## src/hw/txrxm_defines.vh

```
// register map, field positions and encodings for the mode configuration bank
`ifndef TXRXM_DEFINES_VH
`define TXRXM_DEFINES_VH
`define TXRXM_IDX_TX_MODE 8'h12
`define TXRXM_IDX_RX_MODE 8'h13
`define TXRXM_IDX_CTRL 8'h20
`define TXRXM_IDX_STATUS 8'h21
`define TXRXM_TX_MODE_RESET 8'h00
`define TXRXM_RX_MODE_RESET 8'h00
`define TXRXM_BIT_CRC 7
`define TXRXM_SPD_HI 6
`define TXRXM_SPD_LO 4
`define TXRXM_BIT_INV 3
`define TXRXM_BIT_MIX 2
`define TXRXM_BIT_NOERR 3
`define TXRXM_BIT_MULTI 2
`define TXRXM_FRM_HI 1
`define TXRXM_FRM_LO 0
`define TXRXM_SPD_106 3'h0
`define TXRXM_SPD_212 3'h1
`define TXRXM_SPD_424 3'h2
`define TXRXM_SPD_848 3'h3
`define TXRXM_SPD_1696 3'h4
`define TXRXM_SPD_3392 3'h5
`define TXRXM_FRM_TYPEA 2'h0
`define TXRXM_FRM_ACTIVE 2'h1
`define TXRXM_FRM_PASSIVE 2'h2
`define TXRXM_FRM_TYPEB 2'h3
`define TXRXM_MIN_BITS 4'h4
`define TXRXM_PRESET_0000 2'h0
`define TXRXM_PRESET_6363 2'h1
`define TXRXM_PRESET_A671 2'h2
`define TXRXM_PRESET_FFFF 2'h3
`define TXRXM_CMD_RECEIVE 4'h8
`endif

```

## src/hw/txrxm_mode_config.v

```verilog
// mode configuration registers and receive sequencing for the framing unit
//
// Implementation choice: the APB slave port.
`timescale 1ns/1ps
`include "txrxm_defines.vh"

// Functional notes
// - transmit checksum enable bit 7 makes the coder append a checksum
// - receive checksum enable makes the decoder check each received frame
// - speed codes 000..101 select 106..3392 kbit, 110 and 111 reserved
// - rates above 424 kbit use active mode 424 kbit bit coding
// - analog path limited to 424 kbit, digital coder handles all rates
// - modulation invert bit 3 inverts transmitted modulation
// - envelope mix bit 2 combines envelope pin with coder output
// - transmit framing: 00 A, 01 active, 10 passive 212/424, 11 B
// - receive framing uses the same encoding as transmit
// - ignore-invalid discards streams under 4 bits, receiver stays on
// - for Type B ignoring also needs start-of-frame required
// - multi-frame off: receiver stops after one frame
// - multi-frame on: receive commands do not end by themselves
// - multi-frame: error register copy appended to fifo after each stream that is not discarded
// - checksum preset chosen from mode settings during communication
module txrxm_mode_config #(
    parameter ERR_W = 8
) (
    input wire core_clk,
    input wire reset,
    input wire psel,
    input wire penable,
    input wire pwrite,
    input wire [31:0] paddr,
    input wire [31:0] pwdata,
    output reg [31:0] prdata,
    output reg pready,
    output reg pslverr,
    input wire envelope_input_pin,
    input wire coder_out,
    input wire rx_start,
    input wire rx_bit,
    input wire rx_end,
    input wire start_of_frame_required,
    input wire [ERR_W-1:0] error_register,
    input wire [3:0] command_register,
    input wire command_write,
    output reg tx_modulation,
    output reg tx_checksum_append,
    output reg rx_checksum_check,
    output reg [2:0] tx_bit_rate_out,
    output reg [2:0] rx_bit_rate_out,
    output reg [1:0] tx_frame_scheme_out,
    output reg [1:0] rx_frame_scheme_out,
    output reg tx_use_active424_coding,
    output reg rx_use_active424_coding,
    output reg analog_rate_ok,
    output reg [1:0] checksum_preset_select,
    output reg rx_active,
    output reg frame_done,
    output reg stream_discard,
    output reg fifo_push,
    output reg [ERR_W-1:0] fifo_data
);

////////////////////////////////////////////////////////////////////////////////
function above_424;
    input [2:0] spd;
    begin
        above_424 = (spd == `TXRXM_SPD_848) || (spd == `TXRXM_SPD_1696) ||
            (spd == `TXRXM_SPD_3392);
    end
endfunction

function analog_ok;
    input [2:0] spd;
    begin
        analog_ok = (spd == `TXRXM_SPD_106) || (spd == `TXRXM_SPD_212) ||
            (spd == `TXRXM_SPD_424);
    end
endfunction

////////////////////////////////////////////////////////////////////////////////
reg [7:0] transmit_mode_config_reg;
reg [7:0] receive_mode_config_reg;
reg rx_enable_reg;
reg rx_active_reg;
reg [3:0] bit_count_reg;
reg env_s1_reg;
reg env_s2_reg;

wire [7:0] word_idx = paddr[9:2];
wire setup = psel && !penable;
wire access = psel && penable;
wire wr_tx = access && pwrite && (word_idx == `TXRXM_IDX_TX_MODE);
wire wr_rx = access && pwrite && (word_idx == `TXRXM_IDX_RX_MODE);
wire wr_ctrl = access && pwrite && (word_idx == `TXRXM_IDX_CTRL);
wire mapped = (word_idx == `TXRXM_IDX_TX_MODE) || (word_idx == `TXRXM_IDX_RX_MODE) ||
    (word_idx == `TXRXM_IDX_CTRL) || (word_idx == `TXRXM_IDX_STATUS);
wire misaligned = (paddr[1:0] != 2'h0) || (paddr[31:10] != 22'h0);

wire [2:0] tx_spd = transmit_mode_config_reg[`TXRXM_SPD_HI:`TXRXM_SPD_LO];
wire [2:0] rx_spd = receive_mode_config_reg[`TXRXM_SPD_HI:`TXRXM_SPD_LO];
wire [1:0] tx_frm = transmit_mode_config_reg[`TXRXM_FRM_HI:`TXRXM_FRM_LO];
wire [1:0] rx_frm = receive_mode_config_reg[`TXRXM_FRM_HI:`TXRXM_FRM_LO];
wire multi = receive_mode_config_reg[`TXRXM_BIT_MULTI];
wire noerr = receive_mode_config_reg[`TXRXM_BIT_NOERR];

wire ignore_ok = noerr && ((rx_frm != `TXRXM_FRM_TYPEB) || start_of_frame_required);
wire short_stream = bit_count_reg < `TXRXM_MIN_BITS;
wire end_evt = rx_active_reg && rx_end;
wire discard = end_evt && short_stream && ignore_ok;
wire good_end = end_evt && !discard;
// leaving receive: other command written, or multi bit cleared while multi-frame
wire cmd_stop = command_write && (command_register != `TXRXM_CMD_RECEIVE);
wire multi_clear = wr_rx && !pwdata[`TXRXM_BIT_MULTI] && multi;

////////////////////////////////////////////////////////////////////////////////
// register bank over apb, zero wait state
always @(posedge core_clk or posedge reset) begin
    if (reset) begin
        transmit_mode_config_reg <= `TXRXM_TX_MODE_RESET;
        receive_mode_config_reg <= `TXRXM_RX_MODE_RESET;
        prdata <= 32'h0;
        pready <= 1'b0;
        pslverr <= 1'b0;
    end else begin
        pready <= setup;
        pslverr <= setup && (misaligned || !mapped);
        if (wr_tx && !misaligned) begin
            transmit_mode_config_reg <= pwdata[7:0];
        end
        if (wr_rx && !misaligned) begin
            receive_mode_config_reg <= pwdata[7:0];
        end
        if (setup && !pwrite) begin
            if (misaligned) begin
                prdata <= 32'h0;
            end else begin
                case (word_idx)
                    `TXRXM_IDX_TX_MODE: prdata <= {24'h0, transmit_mode_config_reg};
                    `TXRXM_IDX_RX_MODE: prdata <= {24'h0, receive_mode_config_reg};
                    `TXRXM_IDX_CTRL: prdata <= {31'h0, rx_enable_reg};
                    `TXRXM_IDX_STATUS: prdata <= {27'h0, bit_count_reg, rx_active_reg};
                    default: prdata <= 32'h0;
                endcase
            end
        end
    end
end

////////////////////////////////////////////////////////////////////////////////
// receive sequencing
always @(posedge core_clk or posedge reset) begin
    if (reset) begin
        rx_enable_reg <= 1'b0;
        rx_active_reg <= 1'b0;
        bit_count_reg <= 4'h0;
        rx_active <= 1'b0;
        frame_done <= 1'b0;
        stream_discard <= 1'b0;
        fifo_push <= 1'b0;
        fifo_data <= {ERR_W{1'b0}};
    end else begin
        frame_done <= good_end;
        stream_discard <= discard;
        fifo_push <= good_end && multi;
        if (good_end && multi) begin
            fifo_data <= error_register;
        end
        if (wr_ctrl && !misaligned) begin
            rx_enable_reg <= pwdata[0];
        end else if (cmd_stop || multi_clear) begin
            rx_enable_reg <= 1'b0;
        end else if (good_end && !multi) begin
            rx_enable_reg <= 1'b0;
        end
        if (!rx_enable_reg || cmd_stop) begin
            rx_active_reg <= 1'b0;
            bit_count_reg <= 4'h0;
        end else if (end_evt) begin
            // discard keeps listening; multi keeps accepting frames
            rx_active_reg <= discard || multi;
            bit_count_reg <= 4'h0;
        end else if (rx_start) begin
            rx_active_reg <= 1'b1;
            bit_count_reg <= 4'h0;
        end else if (rx_active_reg && rx_bit && (bit_count_reg != 4'hf)) begin
            bit_count_reg <= bit_count_reg + 4'h1;
        end
        rx_active <= rx_active_reg;
    end
end

////////////////////////////////////////////////////////////////////////////////
// coder controls
always @(posedge core_clk or posedge reset) begin
    if (reset) begin
        env_s1_reg <= 1'b0;
        env_s2_reg <= 1'b0;
        tx_modulation <= 1'b0;
        tx_checksum_append <= 1'b0;
        rx_checksum_check <= 1'b0;
        tx_bit_rate_out <= `TXRXM_SPD_106;
        rx_bit_rate_out <= `TXRXM_SPD_106;
        tx_frame_scheme_out <= `TXRXM_FRM_TYPEA;
        rx_frame_scheme_out <= `TXRXM_FRM_TYPEA;
        tx_use_active424_coding <= 1'b0;
        rx_use_active424_coding <= 1'b0;
        analog_rate_ok <= 1'b0;
        checksum_preset_select <= `TXRXM_PRESET_0000;
    end else begin
        env_s1_reg <= envelope_input_pin;
        env_s2_reg <= env_s1_reg;
        tx_modulation <= (transmit_mode_config_reg[`TXRXM_BIT_MIX] ?
            (coder_out & env_s2_reg) : coder_out) ^
            transmit_mode_config_reg[`TXRXM_BIT_INV];
        tx_checksum_append <= transmit_mode_config_reg[`TXRXM_BIT_CRC];
        rx_checksum_check <= receive_mode_config_reg[`TXRXM_BIT_CRC];
        tx_bit_rate_out <= tx_spd;
        rx_bit_rate_out <= rx_spd;
        tx_frame_scheme_out <= tx_frm;
        rx_frame_scheme_out <= rx_frm;
        tx_use_active424_coding <= above_424(tx_spd);
        rx_use_active424_coding <= above_424(rx_spd);
        analog_rate_ok <= analog_ok(tx_spd) && analog_ok(rx_spd);
        case (tx_frm)
            `TXRXM_FRM_TYPEA: checksum_preset_select <= `TXRXM_PRESET_6363;
            `TXRXM_FRM_TYPEB: checksum_preset_select <= `TXRXM_PRESET_FFFF;
            default: checksum_preset_select <= `TXRXM_PRESET_0000;
        endcase
    end
end

endmodule // txrxm_mode_config

```

## config.mk

```make
export PLATFORM = sky130hd
export DESIGN_NAME = txrxm_mode_config
export DESIGN_NICKNAME = d
export VERILOG_FILES = /design/src/hw/txrxm_mode_config.v
export VERILOG_INCLUDE_DIRS = /design/src /design/src/hw
export SDC_FILE = /design/constraint.sdc
export NUM_CORES = 1
export LEC_CHECK = 0
export ABC_CLOCK_PERIOD_IN_PS = 2200
export BUFFER_PORTS_ARGS = -buffer_cell sky130_fd_sc_hd__buf_4
export CORE_MARGIN = 2
export CORE_UTILIZATION = 44
export DETAILED_ROUTE_END_ITERATION = 8
export PLACE_DENSITY_LB_ADDON = 0.25
export SETUP_SLACK_MARGIN = 0.5
export SYNTH_ARGS = -nofsm -noshare
export SYNTH_HDL_FRONTEND = slang
export SYNTH_SLANG_ARGS = --single-unit
```

## constraint.sdc

```tcl
create_clock -name core_clk -period 2.2 [get_ports core_clk]
set_clock_uncertainty 0.15 [all_clocks]
set_input_delay 0.11 -clock core_clk [delete_from_list [all_inputs] [get_ports core_clk]]
set_output_delay 0.11 -clock core_clk [all_outputs]
set_load 0.05 [all_outputs]
```

==> impl_metrics.env <==
export IMPL_status="finished clean"
export IMPL_final_util=0.673
export IMPL_dieHeight_um=83.6
export IMPL_worst_pin_slew_ns=0.498
export IMPL_wl_mm=6.15
export IMPL_slew_violations=0
export IMPL_clock_path_buffers=2
export IMPL_clock_power_share=0.420
export IMPL_clkTransAtPathRegs_ns=0.07
export IMPL_overflow=0
export IMPL_crit_family="simple AND/OR/NAND/NOR gates"
export IMPL_track_usage=0.182
export IMPL_vdd_ir_drop_max_uv=592
export IMPL_setup_viol=0
export IMPL_syn2layout_area_growth_pct=50.7
export IMPL_yosysUniqueCellTypes=37
export IMPL_path_class="flop to flop"
export IMPL_drv_cap=0
export IMPL_pin_count=152
export IMPL_die_area_sq_mm=0.00699
export IMPL_fillers=490
export IMPL_clock_latency_ns=0.34
export IMPL_fin_setup_tns_ns=0
export IMPL_rsz0062_at_grt="false"
export IMPL_critPathLaunch="bit_count_reg[0]"
export IMPL_dieWidth_um=83.6
export IMPL_crit_cells=5
export IMPL_cts_root_buf="clkbuf_8"
export IMPL_place_hpwl_mm=4.42
export IMPL_syn_area_sq_mm=0.00279
export IMPL_final_cell_mix="108 x buf_4, 63 x dfrtp_1, 24 x conb_1, 24 x dlygate4sd3_1, 23 x mux2_2"
export IMPL_power_switching_uw=627
export IMPL_dr_pass1_iters=4
export IMPL_maxSlewHeadroom=0.668
export IMPL_holdPathStages=4
export IMPL_p_int_uw=1940
export IMPL_hold_class="input port to flop"
export IMPL_grt_pass1_wl_mm=10.0
export IMPL_gp_congestion=0.756
export IMPL_synth_area_top_cells="dfrtp_1 57%, mux2_2 10%, buf_4 6.5%, mux2i_1 3.9%, a22o_1 2.2%"
export IMPL_fmax_ghz=0.614
export IMPL_arrival_ns=1.74
export IMPL_yosys_area_top_type="dfrtp_1"
export IMPL_ant_nets=0
export IMPL_stdcell_count=442
export IMPL_cts_buffers=9
export IMPL_period_share=0.740
export IMPL_ys_seq_area_frac=0.574
export IMPL_drt_wirelength_per_cell_um=13.9
export IMPL_layout_drive_gt1_share=0.460
export IMPL_holdWs_ns=0.0303
export IMPL_crit_path_max_incr_delay_ns=0.41
export IMPL_core_sq_mm=0.00624
export IMPL_powerDensity_mw_per_mm2=610
export IMPL_cts_tree="yes"
export IMPL_vias_per_cell=4.87
export IMPL_synth_top_cell_area_share=0.574
export IMPL_cp_end_kind="flop"
export IMPL_critPathBufInv=0
export IMPL_hold_viol=0
export IMPL_synth_seq_cells=64
export IMPL_grt_pass1_vias=2167
export IMPL_start_util=0.447
export IMPL_r2r_start="bit_count_reg[0]"
export IMPL_p_comb_frac=0.119
export IMPL_slowest_stage="dfrtp_1"
export IMPL_power_frac_seq=0.461
export IMPL_crit_chain="ha_1 > nand3_1 > nand3_2 > or3_1 > a21oi_1"
export IMPL_cp_start_kind="flop"
export IMPL_avgSynthCellArea_sq_um=12.7
export IMPL_fin_crit_ns=1.63
export IMPL_placed_cells=402
export IMPL_h_tree_depth=3
export IMPL_worst_r2r_path_depth=5
export IMPL_path_max_fanout=4
export IMPL_mostFrequentLayoutCell="buf_4"
export IMPL_n_antenna_cell=0
export IMPL_antenna_found_initial=0
export IMPL_layout_nets=450
export IMPL_drt_iter0_markers=55
export IMPL_swShare=0.245
export IMPL_rows=29
export IMPL_synth_cells=220
export IMPL_io_buffers=103
export IMPL_grt_max_degree=26
export IMPL_vias=2152
export IMPL_hold_start="pwrite"
export IMPL_power_leakage_uw=0.00213
export IMPL_drc=0
export IMPL_post_cts_buffers=0
export IMPL_clock_sinks=64
export IMPL_crit_required_ns=2.31
export IMPL_synth_warnings=0
[layout make-up]
class	instances	area (sq um)	area share
clock inverters	6	83.8	0.0200
well taps	77	96.3	0.0229
multi-input cells	147	1210	0.289
repair buffers	132	1050	0.250
inverters	6	26.3	0.00625
flip-flops and latches	64	1600	0.381
clock buffers	10	128	0.0304
[per-layer routing]
layer	vias to the layer above	wire length [um]	GRT usage
met5	-	0	0
met1	1032	2570	0.232
met2	86	3100	0.292
met3	8	374	0.0425
li1	1026	-	-
met4	0	108	0.0909
[Yosys cell counts]
master and number:
a211oi_1 2, a21oi_1 2, a22o_1 7, a31o_2 1, a31oi_1 2, and2_1 1, and3b_1 1, and4b_1 1
buf_4 24, clkbuf_1 2, conb_1 1, dfrtp_1 64, ha_1 2, inv_1 6, mux2_1 1, mux2_2 25
mux2i_1 11, nand2_1 9, nand2b_1 1, nand3_1 9, nand3b_1 1, nand4_2 1, nor2_1 10, nor2b_1 3
nor3_1 4, nor3b_1 4, nor4_1 8, nor4_4 2, nor4b_1 2, o21ai_0 4, o22ai_1 1, o2bb2ai_1 3
or2_2 1, or3_1 1, or3b_2 1, xnor2_1 1, xor2_1 1
[logic make-up (layout without fill, tap and decap cells)]
family / Yosys count / after routing / share of synthesized area
buffers and inverters: 32 / 154 / 0.0754
XOR/XNOR: 2 / 2 / 0.00628
adder cells (fa/ha/maj): 2 / 2 / 0.00897
AND/OR/NAND/NOR: 60 / 60 / 0.132
flip-flops: 64 / 64 / 0.574
multiplexers: 37 / 37 / 0.144
other: 1 / 24 / 0.00134
AO/OA/AOI/OAI: 22 / 22 / 0.0574
[stage by stage]
stage	worst slack [ns]	total power [uW]	cell area [sq um]
after floorplan	0.461	1390	3000
after global placement	0.335	1470	3710
after detailed placement	0.314	1480	3710
after CTS	0.507	2580	4170
after global routing	0.489	2650	4200
final	0.572	2560	4200
[worst register-to-register path, delay by kind of cell, from the launching register on]
| family | cells | cell delay [ns] |
|---|---|---|
| AND/OR/NAND/NOR | 3 | 0.61 |
| AO/OA/AOI/OAI | 1 | 0.15 |
| adder cells (fa/ha/maj) | 1 | 0.24 |
| flip-flops | 1 | 0.41 |
[timing repair]
action,CTS,global route
endpoints found under the hold margin,59,0
hold buffers,24,0
endpoints found under the setup margin,8,10
gates resized for setup,2,6
[power by group through the flow]
| stage | clock network (uW) | registers (uW) | logic (uW) |
|---|---|---|---|
| final | 1080 | 1180 | 304 |
| after global routing | 1150 | 1180 | 325 |
| after CTS | 1090 | 1180 | 305 |
| after detailed placement | 0 | 1200 | 271 |
| after global placement | 0 | 1200 | 269 |
| after floorplan | 0 | 1210 | 171 |
[path summary, 6_finish.rpt]
kind / end / slack, ns
max: bit_count_reg[3] / 0.57
min in group asynchronous: prdata[7] / 0.22
min: prdata[0] / 0.03
max reg2reg: bit_count_reg[3] / 0.57
min reg2reg: env_s2_reg / 0.20
max in group asynchronous: rx_active_reg / 1.04
Power figures use the tool's default switching activity.
